==> src/shared/scr_defs.svh <==
// Offsets, field positions, reset values and hold-off counts of the clock and reset status block
`ifndef SCR_DEFS_SVH
`define SCR_DEFS_SVH

// ------------------------------------------------------------
// Register indices (byte address = index * 4)
// ------------------------------------------------------------
`define SCR_ADR_W 18
`define SCR_IDX_W 16
`define SCR_IDX_BREAK 16'hFE00
`define SCR_IDX_RST_CAUSE 16'hFE01
`define SCR_IDX_BRK_CTRL 16'hFE03
`define SCR_IDX_PEND_LOW 16'hFE04
`define SCR_IDX_PEND_HIGH 16'hFE05
`define SCR_IDX_SYS_CFG 16'hFE06
`define SCR_IDX_EVT_STAT 16'hFE07
`define SCR_IDX_EVT_MASK 16'hFE08

// ------------------------------------------------------------
// Field positions and reset values
// ------------------------------------------------------------
`define SCR_BIT_BREAK_STOP_WAIT_FLAG 1
`define SCR_BIT_BREAK_CLEAR_ENABLE 7
`define SCR_BIT_SHORT_STOP_RECOVERY 0
`define SCR_PEND_LOW_LSB 2
`define SCR_RST_CAUSE_POR 8'h80
`define SCR_EVT_W 4
`define SCR_EVT_HOLD_DONE 0
`define SCR_EVT_STOP_EXIT 1
`define SCR_EVT_RST_CAUSE 2
`define SCR_EVT_BRK_STOP 3
`define SCR_EVT_MASK_RESET 4'h0

// ------------------------------------------------------------
// Hold-off counts in oscillator cycles
// ------------------------------------------------------------
`define SCR_CNT_W 12
`define SCR_LONG_HOLD_CYC 4096
`define SCR_SHORT_HOLD_CYC 32
`define SCR_RST_PIN_CYC 32
`define SCR_RST_INT_CYC 64

`endif

==> src/shared/scr_pkg.sv <==
// Types of the clock and reset status block
`default_nettype none
package scr_pkg;
    // Clock sequencer states
    typedef enum logic [2:0] {
        ST_POR_HOLD,
        ST_RST_HOLD,
        ST_RUN,
        ST_STOP,
        ST_STOP_RECOVER
    } scr_state_t;
    typedef logic [7:0] scr_byte_t;
endpackage
`default_nettype wire

==> src/hw/scr_holdoff.sv <==
// System counter with clear, hold and sticky timeout flag
`timescale 1ns/1ns
`default_nettype none
`include "scr_defs.svh"
module scr_holdoff #(
    parameter int CW = `SCR_CNT_W,
    parameter int LONG_CYC = `SCR_LONG_HOLD_CYC,
    parameter int SHORT_CYC = `SCR_SHORT_HOLD_CYC
) (
    input wire logic ref_clk_in,
    input wire logic arst_n_in,
    input wire logic ce_in,
    input wire logic clear_in,
    input wire logic run_in,
    input wire logic short_in,
    output logic [CW-1:0] count_out,
    output logic done_out
);
    logic [CW-1:0] next_count;
    logic next_done;
    logic [CW-1:0] last;

    // Count, clear to zero, latch the selected timeout
    always_comb begin
        last = short_in ? CW'(SHORT_CYC - 1) : CW'(LONG_CYC - 1);
        next_count = count_out;
        next_done = done_out;
        if (clear_in) begin
            next_count = '0;
            next_done = 1'b0;
        end else if (run_in) begin
            next_count = count_out + CW'(1);
            next_done = done_out | (count_out == last);
        end
    end

    // Counter registers
    always_ff @(posedge ref_clk_in or negedge arst_n_in) begin
        if (!arst_n_in) begin
            count_out <= '0;
            done_out <= 1'b0;
        end else if (ce_in) begin
            count_out <= next_count;
            done_out <= next_done;
        end
    end
endmodule
`default_nettype wire

==> src/hw/scr_sync3.sv <==
// Three-stage synchroniser with agreement filter for pin inputs
`timescale 1ns/1ns
`default_nettype none
module scr_sync3 #(
    parameter int W = 1,
    parameter logic [W-1:0] RST_VAL = '0
) (
    input wire logic ref_clk_in,
    input wire logic arst_n_in,
    input wire logic ce_in,
    input wire logic [W-1:0] async_in,
    output logic [W-1:0] level_out
);
    logic [W-1:0] stage1;
    logic [W-1:0] stage2;
    logic [W-1:0] stage3;
    logic [W-1:0] next_level;

    // Accept a change once stages two and three agree
    always_comb begin
        for (int i = 0; i < W; i++) begin
            next_level[i] = (stage2[i] == stage3[i]) ? stage3[i] : level_out[i];
        end
    end

    // Synchroniser chain
    always_ff @(posedge ref_clk_in or negedge arst_n_in) begin
        if (!arst_n_in) begin
            stage1 <= RST_VAL;
            stage2 <= RST_VAL;
            stage3 <= RST_VAL;
            level_out <= RST_VAL;
        end else if (ce_in) begin
            stage1 <= async_in;
            stage2 <= stage1;
            stage3 <= stage2;
            level_out <= next_level;
        end
    end
endmodule
`default_nettype wire

==> src/hw/scr_top.sv <==
// Bus clock generation, clock hold-off sequencing and status registers
// Contract
// Divide oscillator by two for half-rate clock, again by two for bus clocks.
// Bus clock runs at oscillator frequency divided by four.
// After power-on hold CPU and peripheral clocks inactive for 4096 cycles.
// Drive the reset pin low during the whole power-on hold.
// Start bus clocks as soon as the power-on hold completes.
// Leaving stop by interrupt, break or reset lets the counter advance.
// Keep CPU and peripheral clocks inactive until stop recovery expires.
// Stop recovery delay is 4096 or 32 oscillator cycles.
// Short recovery bit one selects 32 cycles, zero selects 4096.
// Stop entry clears the system counter so recovery counts from zero.
// Writing zero to break status bit 1 clears the stop/wait flag.
// Reset cause register is read-only; power-on sets only its top bit.
// Break flag control bit 7 is the break clear enable, reset zero.
// During break, status bits clear only when break clear enable is one.
// Pending register low shows sources 6 to 1 in bits 7 to 2.
// Pending register high shows sources 14 to 7 in bits 7 to 0.
// Accept sixteen interrupt sources and present the highest-priority request.
// Hold internal reset through hold-off; release clocks on a phase boundary.
//
// The implementer's own choice: the Wishbone slave port.
`timescale 1ns/1ns
`default_nettype none
`include "scr_defs.svh"
module scr_top import scr_pkg::*; #(
    parameter int NUM_SRC = 16,
    parameter int LONG_HOLD_CYC = `SCR_LONG_HOLD_CYC,
    parameter int SHORT_HOLD_CYC = `SCR_SHORT_HOLD_CYC
) (
    input wire logic ref_clk_in,
    input wire logic arst_n_in,
    input wire logic ce_in,
    input wire logic power_on_pulse_in,
    input wire logic rst_pin_in,
    output logic rst_pin_out,
    output logic rst_pin_oe_out,
    input wire logic stop_req_in,
    input wire logic wait_in,
    input wire logic break_in,
    input wire logic watchdog_rst_in,
    input wire logic bad_opcode_in,
    input wire logic bad_fetch_in,
    input wire logic usb_rst_in,
    input wire logic [NUM_SRC-1:0] int_src_in,
    output logic half_rate_clk_out,
    output logic cpu_clk_out,
    output logic periph_clk_out,
    output logic internal_reset_out,
    output logic irq_req_out,
    output logic [4:0] irq_vec_out,
    output logic irq_out,
    input wire logic wb_cyc_in,
    input wire logic wb_stb_in,
    input wire logic wb_we_in,
    input wire logic [`SCR_ADR_W-1:0] wb_adr_in,
    input wire logic [3:0] wb_sel_in,
    input wire logic [31:0] wb_dat_in,
    output logic [31:0] wb_dat_out,
    output logic wb_ack_out
);
    // ------------------------------------------------------------
    // Declarations
    // ------------------------------------------------------------
    scr_state_t state, next_state;
    logic [1:0] div, next_div;
    logic [`SCR_CNT_W-1:0] cnt;
    logic cnt_done, cnt_clear, cnt_short;
    logic por_lvl, pin_lvl, rst_evt, wake, boundary;
    logic next_pin_oe, next_internal_reset, next_cpu_clk, next_periph_clk;
    logic next_ack;
    logic [31:0] next_rdata;
    logic [`SCR_IDX_W-1:0] idx;
    logic wr_en, clr_ok;
    logic break_stop_wait_flag, next_break_stop_wait_flag, break_q, break_stop_wait_flag_set;
    logic break_clear_enable, next_break_clear_enable, short_stop_recovery, next_short_stop_recovery;
    scr_byte_t rst_cause, next_rst_cause, cause_vec;
    logic [NUM_SRC-1:0] pend, next_pend;
    logic [`SCR_EVT_W-1:0] evt, next_evt, evt_set, evt_w1c, mask, next_mask;
    logic next_irq_req, next_irq;
    logic [4:0] next_vec;

    // Lowest numbered pending source wins, coded from one
    function automatic logic [4:0] prio_vec(input logic [NUM_SRC-1:0] p);
        logic [4:0] v;
        v = 5'h00;
        for (int i = NUM_SRC - 1; i >= 0; i--) begin
            if (p[i]) begin
                v = 5'(i + 1);
            end
        end
        return v;
    endfunction

    // Read data of one register index
    function automatic scr_byte_t read_reg(input logic [`SCR_IDX_W-1:0] i);
        scr_byte_t r;
        r = 8'h00;
        unique case (i)
            `SCR_IDX_BREAK: r[`SCR_BIT_BREAK_STOP_WAIT_FLAG] = break_stop_wait_flag;
            `SCR_IDX_RST_CAUSE: r = rst_cause;
            `SCR_IDX_BRK_CTRL: r[`SCR_BIT_BREAK_CLEAR_ENABLE] = break_clear_enable;
            `SCR_IDX_PEND_LOW: r = {pend[5:0], 2'b00};
            `SCR_IDX_PEND_HIGH: r = pend[13:6];
            `SCR_IDX_SYS_CFG: r[`SCR_BIT_SHORT_STOP_RECOVERY] = short_stop_recovery;
            `SCR_IDX_EVT_STAT: r = {4'h0, evt};
            `SCR_IDX_EVT_MASK: r = {4'h0, mask};
            default: r = 8'h00;
        endcase
        return r;
    endfunction

    // ------------------------------------------------------------
    // Pin synchronisers and system counter
    // ------------------------------------------------------------
    scr_sync3 #(.W(2), .RST_VAL(2'b01)) u_sync (
        .ref_clk_in(ref_clk_in),
        .arst_n_in(arst_n_in),
        .ce_in(ce_in),
        .async_in({power_on_pulse_in, rst_pin_in}),
        .level_out({por_lvl, pin_lvl})
    );

    scr_holdoff #(.LONG_CYC(LONG_HOLD_CYC), .SHORT_CYC(SHORT_HOLD_CYC)) u_cnt (
        .ref_clk_in(ref_clk_in),
        .arst_n_in(arst_n_in),
        .ce_in(ce_in),
        .clear_in(cnt_clear),
        .run_in(state != ST_STOP),
        .short_in(cnt_short),
        .count_out(cnt),
        .done_out(cnt_done)
    );

    // ------------------------------------------------------------
    // Clock sequencer
    // ------------------------------------------------------------
    // Next state, divider and gated clock outputs
    always_comb begin
        next_div = div + 2'b01;
        boundary = (div == 2'b11);
        cnt_short = (state == ST_STOP_RECOVER) && short_stop_recovery;
        rst_evt = watchdog_rst_in | bad_opcode_in | bad_fetch_in | usb_rst_in;
        if (state == ST_RUN || state == ST_STOP || state == ST_STOP_RECOVER) begin
            rst_evt = rst_evt | ~pin_lvl;
        end
        if (state == ST_POR_HOLD) begin
            rst_evt = 1'b0;
        end
        wake = (|int_src_in) | break_in;
        next_state = state;
        unique case (state)
            ST_POR_HOLD: if (cnt_done && boundary) next_state = ST_RUN;
            ST_RST_HOLD: if (cnt >= `SCR_CNT_W'(`SCR_RST_INT_CYC - 1) && boundary) next_state = ST_RUN;
            ST_RUN: if (stop_req_in && boundary) next_state = ST_STOP;
            ST_STOP: if (wake) next_state = ST_STOP_RECOVER;
            ST_STOP_RECOVER: if (cnt_done && boundary) next_state = ST_RUN;
        endcase
        if (rst_evt) begin
            next_state = ST_RST_HOLD;
        end
        if (por_lvl) begin
            next_state = ST_POR_HOLD;
        end
        cnt_clear = por_lvl | rst_evt | (state == ST_RUN && next_state == ST_STOP);
        next_pin_oe = (next_state == ST_POR_HOLD)
            || (next_state == ST_RST_HOLD && (cnt_clear || cnt < `SCR_CNT_W'(`SCR_RST_PIN_CYC - 1)));
        next_internal_reset = (next_state == ST_POR_HOLD) || (next_state == ST_RST_HOLD)
            || (next_state == ST_STOP_RECOVER);
        next_periph_clk = (next_state == ST_RUN) && next_div[1];
        next_cpu_clk = next_periph_clk && !wait_in;
    end

    // Sequencer and clock output registers
    always_ff @(posedge ref_clk_in or negedge arst_n_in) begin
        if (!arst_n_in) begin
            state <= ST_POR_HOLD;
            div <= 2'b00;
            half_rate_clk_out <= 1'b0;
            cpu_clk_out <= 1'b0;
            periph_clk_out <= 1'b0;
            internal_reset_out <= 1'b1;
            rst_pin_out <= 1'b0;
            rst_pin_oe_out <= 1'b1;
        end else if (ce_in) begin
            state <= next_state;
            div <= next_div;
            half_rate_clk_out <= next_div[0];
            cpu_clk_out <= next_cpu_clk;
            periph_clk_out <= next_periph_clk;
            internal_reset_out <= next_internal_reset;
            rst_pin_out <= 1'b0;
            rst_pin_oe_out <= next_pin_oe;
        end
    end

    // ------------------------------------------------------------
    // Wishbone slave and status registers
    // ------------------------------------------------------------
    // Decode, write effects and sticky flags
    always_comb begin
        idx = wb_adr_in[`SCR_ADR_W-1:2];
        next_ack = wb_cyc_in && wb_stb_in && !wb_ack_out;
        next_rdata = next_ack ? {24'h000000, read_reg(idx)} : 32'h00000000;
        wr_en = wb_ack_out && wb_cyc_in && wb_stb_in && wb_we_in && wb_sel_in[0] && wb_adr_in[1:0] == 2'b00;
        clr_ok = !break_in || break_clear_enable;
        break_stop_wait_flag_set = break_in && !break_q && (state == ST_STOP || wait_in);
        next_break_stop_wait_flag = break_stop_wait_flag_set | break_stop_wait_flag;
        if (wr_en && idx == `SCR_IDX_BREAK && !wb_dat_in[`SCR_BIT_BREAK_STOP_WAIT_FLAG] && clr_ok && !break_stop_wait_flag_set) begin
            next_break_stop_wait_flag = 1'b0;
        end
        next_break_clear_enable = break_clear_enable;
        next_short_stop_recovery = short_stop_recovery;
        next_mask = mask;
        evt_w1c = 4'h0;
        if (wr_en && idx == `SCR_IDX_BRK_CTRL) next_break_clear_enable = wb_dat_in[`SCR_BIT_BREAK_CLEAR_ENABLE];
        if (wr_en && idx == `SCR_IDX_SYS_CFG) next_short_stop_recovery = wb_dat_in[`SCR_BIT_SHORT_STOP_RECOVERY];
        if (wr_en && idx == `SCR_IDX_EVT_MASK) next_mask = wb_dat_in[`SCR_EVT_W-1:0];
        if (wr_en && idx == `SCR_IDX_EVT_STAT && clr_ok) evt_w1c = wb_dat_in[`SCR_EVT_W-1:0];
        cause_vec = {1'b0, state != ST_POR_HOLD && ~pin_lvl && rst_evt, watchdog_rst_in, bad_opcode_in,
            bad_fetch_in, usb_rst_in, 2'b00};
        next_rst_cause = rst_cause;
        if (por_lvl) begin
            next_rst_cause = `SCR_RST_CAUSE_POR;
        end else if (rst_evt) begin
            next_rst_cause = cause_vec;
        end
        evt_set = 4'h0;
        evt_set[`SCR_EVT_HOLD_DONE] = (state == ST_POR_HOLD || state == ST_RST_HOLD) && next_state == ST_RUN;
        evt_set[`SCR_EVT_STOP_EXIT] = state == ST_STOP_RECOVER && next_state == ST_RUN;
        evt_set[`SCR_EVT_RST_CAUSE] = rst_evt;
        evt_set[`SCR_EVT_BRK_STOP] = break_stop_wait_flag_set;
        next_evt = (evt & ~evt_w1c) | evt_set;
        next_irq = |(next_evt & next_mask);
        next_pend = int_src_in;
        next_irq_req = |next_pend;
        next_vec = prio_vec(next_pend);
    end

    // Bus and register state
    always_ff @(posedge ref_clk_in or negedge arst_n_in) begin
        if (!arst_n_in) begin
            wb_ack_out <= 1'b0;
            wb_dat_out <= 32'h00000000;
            break_stop_wait_flag <= 1'b0;
            break_q <= 1'b0;
            break_clear_enable <= 1'b0;
            short_stop_recovery <= 1'b0;
            rst_cause <= `SCR_RST_CAUSE_POR;
            evt <= 4'h0;
            mask <= `SCR_EVT_MASK_RESET;
            pend <= '0;
            irq_out <= 1'b0;
            irq_req_out <= 1'b0;
            irq_vec_out <= 5'h00;
        end else if (ce_in) begin
            wb_ack_out <= next_ack;
            wb_dat_out <= next_rdata;
            break_stop_wait_flag <= next_break_stop_wait_flag;
            break_q <= break_in;
            break_clear_enable <= next_break_clear_enable;
            short_stop_recovery <= next_short_stop_recovery;
            rst_cause <= next_rst_cause;
            evt <= next_evt;
            mask <= next_mask;
            pend <= next_pend;
            irq_out <= next_irq;
            irq_req_out <= next_irq_req;
            irq_vec_out <= next_vec;
        end
    end

    // ------------------------------------------------------------
    // Checks
    // ------------------------------------------------------------
    logic [12:0] hold_cnt;

    // Enabled cycles spent in the current hold state
    always_ff @(posedge ref_clk_in or negedge arst_n_in) begin
        if (!arst_n_in) begin
            hold_cnt <= 13'h0000;
        end else if (ce_in) begin
            if (next_state != state) begin
                hold_cnt <= 13'h0000;
            end else if (hold_cnt != 13'h1FFF) begin
                hold_cnt <= hold_cnt + 13'h0001;
            end
        end
    end

    chk_bus_quarter: assert property (@(posedge ref_clk_in) disable iff (!arst_n_in)
        $rose(periph_clk_out) ##0 (ce_in && state == ST_RUN)[*4] ##1 (state == ST_RUN) |-> $rose(periph_clk_out))
        else $error("bus clock period is not four oscillator cycles");
    chk_por_length: assert property (@(posedge ref_clk_in) disable iff (!arst_n_in)
        $fell(state == ST_POR_HOLD) && state == ST_RUN |-> $past(hold_cnt) >= 13'(LONG_HOLD_CYC - 1))
        else $error("power-on hold ended early");
    chk_por_pin: assert property (@(posedge ref_clk_in) disable iff (!arst_n_in)
        state == ST_POR_HOLD |-> rst_pin_oe_out && !rst_pin_out && internal_reset_out && !periph_clk_out)
        else $error("reset pin or clocks wrong during power-on hold");
    chk_bus_start: assert property (@(posedge ref_clk_in) disable iff (!arst_n_in)
        $fell(state == ST_POR_HOLD) && state == ST_RUN ##0 (ce_in && state == ST_RUN)[*2] |=> periph_clk_out)
        else $error("bus clock did not start after power-on hold");
    chk_stop_idle: assert property (@(posedge ref_clk_in) disable iff (!arst_n_in)
        state == ST_STOP || state == ST_STOP_RECOVER |-> !cpu_clk_out && !periph_clk_out)
        else $error("clocks active during stop or recovery");
    chk_recover_len: assert property (@(posedge ref_clk_in) disable iff (!arst_n_in)
        $past(state) == ST_STOP_RECOVER && state == ST_RUN
        |-> hold_cnt == 13'h0000 && $past(hold_cnt) >= 13'(($past(short_stop_recovery) ? SHORT_HOLD_CYC : LONG_HOLD_CYC) - 1))
        else $error("stop recovery shorter than selected delay");
    chk_stop_clear: assert property (@(posedge ref_clk_in) disable iff (!arst_n_in)
        $rose(state == ST_STOP) |-> cnt == '0 ##1 (state != ST_STOP || cnt == '0))
        else $error("system counter not cleared and held in stop");
    chk_break_stop_wait_flag_clear: assert property (@(posedge ref_clk_in) disable iff (!arst_n_in)
        ce_in && wr_en && idx == `SCR_IDX_BREAK && !wb_dat_in[`SCR_BIT_BREAK_STOP_WAIT_FLAG] && clr_ok && !break_stop_wait_flag_set |=> !break_stop_wait_flag)
        else $error("break stop/wait flag not cleared by zero write");
    chk_por_cause: assert property (@(posedge ref_clk_in) disable iff (!arst_n_in)
        $fell(state == ST_POR_HOLD) |-> rst_cause == `SCR_RST_CAUSE_POR)
        else $error("reset cause wrong after power-on");
    chk_break_keep: assert property (@(posedge ref_clk_in) disable iff (!arst_n_in)
        break_in && !break_clear_enable && wr_en && idx == `SCR_IDX_EVT_STAT |=> (evt & $past(evt)) == $past(evt))
        else $error("status cleared during break while clear disabled");
    chk_pend_low: assert property (@(posedge ref_clk_in) disable iff (!arst_n_in)
        wb_ack_out && !wb_we_in && idx == `SCR_IDX_PEND_LOW
        |-> wb_dat_out[7:2] == $past(int_src_in[5:0], 2) && wb_dat_out[1:0] == 2'b00 && wb_dat_out[31:8] == '0)
        else $error("pending low register bits wrong");

    cov_por_done: cover property (@(posedge ref_clk_in) disable iff (!arst_n_in) $fell(state == ST_POR_HOLD));
    cov_short_rec: cover property (@(posedge ref_clk_in) disable iff (!arst_n_in)
        state == ST_STOP_RECOVER && short_stop_recovery ##1 state == ST_RUN);
    cov_pin_reset: cover property (@(posedge ref_clk_in) disable iff (!arst_n_in) rst_cause[6]);
    cov_brk_stop: cover property (@(posedge ref_clk_in) disable iff (!arst_n_in) break_stop_wait_flag_set && state == ST_STOP);
endmodule
`default_nettype wire

==> config.mk <==
export PLATFORM = sky130hd
export DESIGN_NAME = scr_top
export DESIGN_NICKNAME = d
export VERILOG_FILES = /design/src/shared/scr_pkg.sv /design/src/hw/scr_holdoff.sv /design/src/hw/scr_sync3.sv /design/src/hw/scr_top.sv
export VERILOG_INCLUDE_DIRS = /design/src /design/src/shared
export SDC_FILE = /design/constraint.sdc
export NUM_CORES = 1
export LEC_CHECK = 0
export BUFFER_PORTS_ARGS = -buffer_cell sky130_fd_sc_hd__buf_4
export CAP_MARGIN = 20
export CORE_ASPECT_RATIO = 0.75
export CORE_MARGIN = 8
export CORE_UTILIZATION = 37
export CTS_BUF_LIST = sky130_fd_sc_hd__clkbuf_4 sky130_fd_sc_hd__clkbuf_8
export CTS_CLUSTER_SIZE = 24
export DETAILED_ROUTE_END_ITERATION = 8
export GPL_ROUTABILITY_DRIVEN = 1
export MAX_ROUTING_LAYER = met4
export SYNTH_ARGS = -nofsm -noshare
export SYNTH_HDL_FRONTEND = slang
export SYNTH_SLANG_ARGS = --single-unit
==> constraint.sdc <==
create_clock -name ref_clk_in -period 6.45 [get_ports ref_clk_in]
set_input_delay 0.3225 -clock ref_clk_in [delete_from_list [all_inputs] [get_ports ref_clk_in]]
set_output_delay 0.3225 -clock ref_clk_in [all_outputs]
set_load 0.005 [all_outputs]
==> out/metrics.cfg, run 1 <==
[outcome]
status=complete, no violations

[setup_path]
crit_path_max_incr_delay_ps=500
critical-path-top-delay-family=simple AND/OR/NAND/NOR gates
r2r_end=u_cnt.count_out[7]
reg2reg_setup_slack_ps=3940
cp.required_ps=6720
crit-reg2reg-launch=u_cnt.count_out[0]
critical_path.cell_chain=buf_4 -> nor4_1 -> nand4_1 -> or4_1 -> and4_1 -> nor2_1 -> nand3_1 -> o31ai_2
crit_buf_inv=1
slowest_stage=or4_1
crit_path_end_kind=flop
path_class=input pin to flop
startpoint_type=input pin
path_max_fanout=5
r2r_cells=8
worstPathArrival_ps=2820

[final_layout]
final_common_cell=buf_4
layout_common_cells=buf_4 (76), dfrtp_1 (71), nand2_1 (40)
antenna_cells=0
drive_gt1_share_pct=27.9
areaGrowthSynthToFinish_pct=20.6
fillers=1128
nets=602

[floorplanning]
initial_core_util_pct=37.7
coreArea_sq_um=11500
io_pins=131
dieArea_sq_um=15500
dieWidth_um=141
rows=34
die_h_um=110

[run]
cap_viol_max_count=0

[synth]
synth_top_family_by_area=simple AND/OR/NAND/NOR gates
synth_adder_area_share_pct=0.805
ys_top_cells_by_area=dfrtp_1 (41%), mux2_2 (8.0%), buf_4 (4.3%)
synth_xor_area_share_pct=2.42
syn_area_sq_um=4350
syn_inst=443
synth-simple-area-share_pct=18.1
yosysWarnings=0
avgSynthCellArea_sq_um=9.82
synth_top_area_share_pct=40.8
ys_seq_area_share_pct=45.1
synth_flop_cell=dfrtp_1
synthArstFlopShare_pct=100
ys_ff_latch=78
synth-compound-area-share_pct=16.6
synth-edff-count=0
ys_types=61
muxShareOfSynthArea_pct=9.40
yosysTopAreaCell=dfrtp_1

[power]
irDropWorstVdd_mv=0.140
power_leakage_nw=2.25
p_per_area_nw_per_um2=263

[placed_design]
gp_congestion=0.847
hpwl_mm=8.49
io_buffers=75
dp_slack_ps=3570

[global_route]
antenna_found_initial=0
grt_remaining_overflow=0
grt_pass1_vias=3588
grt_pass1_wl_mm=18.8
grt_max_degree=79
gr-usage-all-layers_pct=15.8

[timing]
setup_tns_ps=0
setup_viol=0
slew_headroom_pct=56.7
fin_crit_sh_pct=39.6
skew_ps=7.67
layout_min_cycle_time_ps=2550
rsz0062_at_grt=no
worst_slack_ps=3900
hold_viol=0
final_max_slew_viol_count=0
fmax_mhz=392
worst_pin_slew_ps=643

[detailed_routing]
met1_length_mm=5.78
routed_wl_mm=11.5
wl_met3_um=710
route.vias.total=3594
wire_per_inst_um=16.9
wl_met2_mm=4.92
drtIter0Drc=180
viasPerCell=5.27
ant_nets=0
drcViolationCount=0
route.top_layer_used=met4
firstDrtPassIters=4

[cts]
post_cts_resized=0
clk_latency_ps=360
cts_tree=done
clk_pin_slew_worst_paths_ps=80
cts_buffer_depth=2
cts_sinks=78
cts_max_level=3
cts_root_buf=clkbuf_8
cts-buffers-inserted=9

[min_path]
whs_path_depth=2
hp-class=input pin to flop
worstHoldStart=wait_in
hold-path-endpoint=cpu_clk_out

synthesized netlist by cell type (11+ instances only):
cell type / instances
buf_4: 25
a22oi_1: 11
nand3_1: 12
a21oi_1: 22
dfrtp_1: 71
inv_1: 19
nor2_1: 38
o21ai_0: 22
o2bb2ai_1: 14
nand2_1: 40
mux2_2: 31
clkbuf_1: 13
metrics by stage:
step | hold slack [ps] | instances | instance area (sq um) | util [%] | total power [mW]
2_1_floorplan | 26.9 | 467 | 4440 | - | 0.819
3_3_place_gp | 462 | 664 | 4960 | 43.0 | 0.910
3_5_place_dp | 470 | 664 | 4960 | 43.0 | 0.922
4_1_cts | 158 | 680 | 5210 | 45.2 | 1.39
5_1_grt | 148 | 682 | 5250 | 45.5 | 1.46
6_report | 176 | 682 | 5250 | 45.5 | 1.38
logic make-up (layout without fill, tap and decap cells):
kind of cell	count (synthesis)	after routing
simple gates	147	147
mux	37	37
other cells	1	25
compound gates	105	105
xor+xnor	12	12
buf+inv	60	113
flops	78	78
fa+ha+maj	3	3
state kept, by name, indices dropped and copies added (netlist names), 2 cells and up:
| register | count |
|---|---|
| irq_vec_out | 5 |
| pend | 14 |
| wb_dat_out | 8 |
| u_sync.stage1 | 2 |
| u_cnt.count_out | 12 |
| div | 2 |
| state | 3 |
| u_sync.stage3 | 2 |
| u_sync.level_out | 2 |
| mask | 4 |
| evt | 4 |
| u_sync.stage2 | 2 |
| rst_cause | 6 |
cell type report:
class	count	area [sq um]	area share [%]
Tap cell	162	203	3.86
Timing Repair Buffer	78	608	11.6
Sequential cell	78	1960	37.4
Inverter	19	71.3	1.36
Clock buffer	10	138	2.62
Multi-Input combinational cell	329	2150	41.0
Clock inverter	6	115	2.19
metal layers:
metal	up-vias	track usage, %
met1	1771	21.4
met3	7	4.43
met2	113	22.4
met5	-	-
met4	0	4.74
li1	1703	-
where the power goes:
group / switching [mW] / internal (mW)
combinational: 0.154 / 0.134
clock: 0.193 / 0.270
sequential: 0.0737 / 0.553
total: 0.420 / 0.958
worst max-delay path by stage:
stage | slack (ps) | end | cells past startpoint | from
after floorplan | 4220 | short_stop_recovery | 6 | wb_adr_in[7]
after global placement | 3630 | cpu_clk_out | 8 | int_src_in[11]
after detailed placement | 3570 | u_cnt.count_out[7] | 8 | int_src_in[11]
after CTS | 3930 | u_cnt.count_out[2] | 8 | u_cnt.count_out[0]
after global routing | 3780 | cpu_clk_out | 8 | int_src_in[11]
final | 3900 | cpu_clk_out | 8 | int_src_in[11]
repair_timing:
action | CTS | global route
setup endpoints to repair | 0 | 0
endpoints found under the hold margin | 0 | 23
setup buffers | 0 | 0
hold buffers | 0 | 1
No activity file was read; power rests on OpenSTA's default activity.
==> run 2: changes to the inputs <==
- clock period: 6.45 -> 2.2 ns (I/O delays scaled with it)
==> run 2 against run 1 <==
Net effect:
- power rose to 2.8 times the previous value
- utilization up 3.6 points
- clock power up 100%
- critical path depth unchanged
- worst hold slack worse by 150 ps
- non-clock buffer count up 57
- routed wire length up 3.8%
- global-route usage up 0.58 points
- critical path type is now flop to flop
==> out/metrics.cfg, run 2 (same netlist as run 1, synthesis figures left out) <==
[run]
cap_viol_max_count=0

[floorplanning]
dieArea_sq_um=15500
io_pins=131
coreArea_sq_um=11500
die_h_um=110
dieWidth_um=141
initial_core_util_pct=37.7
rows=34

[timing]
slew_headroom_pct=61.7
fmax_mhz=465
skew_ps=11.8
setup_viol=0
layout_min_cycle_time_ps=2150
setup_tns_ps=0
final_max_slew_viol_count=0
hold_viol=0
rsz0062_at_grt=yes
worst_pin_slew_ps=575
worst_hold_slack_ps=24.0
fin_crit_sh_pct=97.7

[placed_design]
io_buffers=75
gp_congestion=0.827
dpl.cell_count=714
hpwl_mm=9.12

[detailed_routing]
viasPerCell=5.09
routed_wl_mm=12.0
wire_per_inst_um=16.2
drtIter0Drc=190
firstDrtPassIters=4
drcViolationCount=0
route.vias.total=3763
ant_nets=0

[power]
power_leakage_nw=2.51
p_per_area_nw_per_um2=684
finalPower_mw=3.88
irDropWorstVdd_mv=0.371

[global_route]
gr-usage-all-layers_pct=16.4
grt_max_degree=52
antenna_found_initial=0
grt_remaining_overflow=0
grt_pass1_wl_mm=19.4
grt_pass1_vias=3906

[min_path]
worstHoldStart=wb_dat_in[2]
whs_path_depth=2
hp-class=input pin to flop
hold-path-endpoint=mask[2]

[final_layout]
antenna_cells=0
layout_common_cells=buf_4 (129), dfrtp_1 (71), nand2_1 (40)
areaGrowthSynthToFinish_pct=30.2
stdcell_count=740
drive_gt1_share_pct=36.0
largest_register=pend
nets=660
final_common_cell=buf_4
largest_reg_flops=14
largestRegisters=pend: 14 flops, u_cnt.count_out: 12 flops, wb_dat_out: 8 flops

[setup_path]
critical-path-top-delay-family=compound AO/OA/AOI/OAI gates
crit_path_end_kind=flop
crit_path_max_incr_delay_ps=520
critical_path.cell_chain=ha_2 -> nand4_1 -> o211ai_1 -> o22ai_1 -> nand3b_4 -> o41a_1 -> nor2_4 -> nor2_1
reg2reg_setup_slack_ps=50
r2r_cells=8
worstPathArrival_ps=2400
r2r_end=u_cnt.done_out
startpoint_type=flop
path_class=flop to flop
path_max_fanout=6
cp.required_ps=2450
slowest_stage=o41a_1
crit-reg2reg-launch=u_cnt.count_out[1]
crit_buf_inv=0

[cts]
cts_tree=done
cts_buffer_depth=2
clk_latency_ps=360
cts_root_buf=clkbuf_8
cts_sinks=78
clk_pin_slew_worst_paths_ps=80
cts_max_level=3
cts-buffers-inserted=9

[outcome]
status=complete, no violations

-- run 2: metrics by stage --
stage / worst slack, ps / utilization, % / cell area (sq um)
floorplan: 71.7 / - / 4440
global placement: -68.0 / 46.4 / 5350
detailed placement: -101 / 46.4 / 5350
CTS: 3.46 / 48.4 / 5580
global route: -83.2 / 49.1 / 5660
finish: 49.6 / 49.1 / 5660
-- run 2: where the power goes --
part           internal, mW  leakage [nW]  switching [mW]
logic                 0.567          1.44           0.587
clock network         0.418        0.0896           0.520
registers              1.62         0.983           0.161
-- run 2: layout make-up --
type | instances | area (sq um)
well taps | 162 | 203
inverters | 19 | 71.3
clock buffers | 10 | 131
flip-flops and latches | 78 | 1960
multi-input cells | 330 | 2220
repair buffers | 135 | 1040
fillers | 1073 | 5860
clock inverters | 6 | 36.3
-- run 2: timing repair --
| item | in CTS | in global routing |
|---|---|---|
| hold buffers | 5 | 0 |
| gates resized for setup | 1 | 14 |
| endpoints found under the hold margin | 43 | 0 |
| pin swaps | 4 | 13 |
| setup buffers | 1 | 3 |
| endpoints found under the setup margin | 13 | 19 |
| gates cloned | 1 | 0 |
-- run 2: routing by layer --
metal	track usage [%]	share of wire (%)	wire, um	vias to the layer above
met5	-	0	0	-
met4	5.66	1.0	120	0
met3	4.34	6.0	717	10
met2	24.2	44	5290	103
met1	21.4	49	5850	1824
li1	-	-	-	1826
-- run 2: worst max path at each step --
stage                     cells after the start                 end          startpoint
final                                         8      u_cnt.done_out  u_cnt.count_out[1]
after global routing                          8  u_cnt.count_out[8]  u_cnt.count_out[1]
after CTS                                     9  u_cnt.count_out[1]  u_cnt.count_out[1]
after detailed placement                     10  u_cnt.count_out[9]      int_src_in[11]
after global placement                       11             irq_out      int_src_in[11]
after floorplan                               9      u_cnt.done_out  u_cnt.count_out[0]
==> run 3: changes to the inputs <==
- CORE_UTILIZATION: 37 -> 48
- PLACE_DENSITY: not set -> 0.78
==> run 3 against run 2 <==
Net effect:
- setup slack lost 40 ps
- routed wire length shrank 1.7%
- clock power grew 42%
- critical endpoint is now u_cnt.count_out[8]
- largest cell class unchanged
==> out/metrics.cfg, run 3 (same netlist as run 1, synthesis figures left out) <==
[min_path]
hp-class=input pin to flop
whs_path_depth=2
hold-path-endpoint=mask[3]
worstHoldStart=wb_dat_in[3]

[setup_path]
cp.required_ps=2450
slowest_stage=o41a_1
worstPathArrival_ps=2440
crit_buf_inv=0
cp.depth=8
startpoint_type=flop
crit_path_end_kind=flop
critical_path.cell_chain=ha_2 -> nand4_1 -> o211ai_1 -> o22ai_1 -> nand3b_4 -> o41a_1 -> nor2_4 -> nor2_1
r2r_cells=8
path_class=flop to flop
crit-reg2reg-launch=u_cnt.count_out[1]
critical-path-top-delay-family=compound AO/OA/AOI/OAI gates
crit_path_max_incr_delay_ps=520
reg2reg_setup_slack_ps=9
path_max_fanout=6
r2r_end=u_cnt.count_out[8]

[final_layout]
drive_gt1_share_pct=34.3
antenna_cells=0
largest_reg_flops=14
fillers=745
largest_register=pend
layout_common_cells=buf_4 (116), dfrtp_1 (68), nand2_1 (40)
largestRegisters=pend: 14 flops, u_cnt.count_out: 12 flops, wb_dat_out: 8 flops
stdcell_count=677
areaGrowthSynthToFinish_pct=28.2
final_common_cell=buf_4
nets=647

[placed_design]
io_buffers=75
hpwl_mm=8.54
gp_congestion=0.888
dpl.cell_count=649

[detailed_routing]
firstDrtPassIters=5
drtIter0Drc=243
route.vias.total=3831
drcViolationCount=0
wire_per_inst_um=17.4
viasPerCell=5.66
routed_wl_mm=11.8
ant_nets=0

[floorplanning]
rows=30
io_pins=131
die_h_um=98.4
coreArea_sq_um=8930
initial_core_util_pct=48.7
dieArea_sq_um=12400
dieWidth_um=126

[global_route]
grt_max_degree=79
gr-usage-all-layers_pct=19.5
antenna_found_initial=0
grt_remaining_overflow=0
grt_pass1_wl_mm=19.4
grt_pass1_vias=3978

[timing]
fmax_mhz=456
worst_hold_slack_ps=26.4
slew_headroom_pct=62.2
final_max_slew_viol_count=0
setup_tns_ps=0
fin_crit_sh_pct=99.6
layout_min_cycle_time_ps=2190
skew_ps=13.6
setup_viol=0
rsz0062_at_grt=yes
hold_viol=0
worst_pin_slew_ps=566

[power]
irDropWorstVdd_mv=0.417
finalPower_mw=4.22
p_per_area_nw_per_um2=757
power_leakage_nw=2.48

[run]
cap_viol_max_count=0

[cts]
cts_max_level=3
clk_latency_ps=360
cts_tree=done
cts_sinks=78
cts-buffers-inserted=9
cts_root_buf=clkbuf_8
clk_pin_slew_worst_paths_ps=90
cts_buffer_depth=2

[outcome]
status=complete, no violations

==> run 3: cell types whose count changed in the layout (fill, tap and decap cells not counted), moves of 2 or more <==
cell / previous run / this run
clkinv_2: 4 / 0
nand3_1: 10 / 12
dfrtp_1: 71 / 68
nand3_2: 2 / 0
dfrtp_2: 0 / 3
bufinv_16: 0 / 3
o21ai_0: 20 / 22
buf_4: 129 / 116
==> run 3: layout make-up <==
| cell class | count | area (sq um) | area share [%] |
|---|---|---|---|
| clock buffer | 11 | 145 | 2.60 |
| inverter | 19 | 71.3 | 1.28 |
| multi-input combinational | 330 | 2210 | 39.6 |
| clock inverter | 5 | 106 | 1.91 |
| sequential | 78 | 1960 | 35.2 |
| tap | 112 | 140 | 2.51 |
| timing repair buffer | 122 | 941 | 16.9 |
==> run 3: repair_timing <==
item,CTS,global route
gates resized for setup,1,11
hold endpoints to repair,75,0
buffers inserted,2,4
hold buffers,5,0
pin swaps,3,8
cloned,1,0
endpoints found under the setup margin,12,21
==> run 3: metal layers <==
metal,GRT usage [%],part of all wire [%],vias up
li1,-,-,1796
met2,30.4,47,149
met1,24.2,44,1859
met3,5.29,6.8,27
met4,6.64,1.9,0
met5,-,0,-
==> run 3: how the worst max path moves through the flow <==
stage | slack [ps] | endpoint | startpoint
6_report | 9 | u_cnt.count_out[8] | u_cnt.count_out[1]
5_1_grt | -60 | u_cnt.count_out[0] | u_cnt.count_out[1]
4_1_cts | 8 | irq_out | state[1]
3_5_place_dp | -270 | u_cnt.count_out[4] | int_src_in[11]
3_3_place_gp | -120 | irq_out | int_src_in[11]
2_1_floorplan | 70 | u_cnt.done_out | u_cnt.count_out[0]
==> run 3: power breakdown <==
part           internal, mW  total (mW)  switching [mW]
Clock                 0.799        1.33           0.532
Sequential             1.62        1.81           0.182
Combinational         0.522        1.09           0.565
Total                  2.95        4.22            1.28
==> run 3: stage by stage <==
stage          util [%]  instance area [sq um]  setup WS [ps]
2_1_floorplan         -                   4440           71.7
3_3_place_gp       57.9                   5170           -118
3_5_place_dp       57.9                   5170           -267
4_1_cts            61.6                   5500           7.88
5_1_grt            62.4                   5580          -56.4
6_report           62.4                   5580           9.27
==> run 3: worst reg2reg max path: cells and delay by family (launching register included) <==
family / cells / cell delay (ps)
AOI/OAI and AO/OA: 3 / 930
and+or+nand+nor: 4 / 590
DFF: 1 / 370
adders and majority gates: 1 / 190
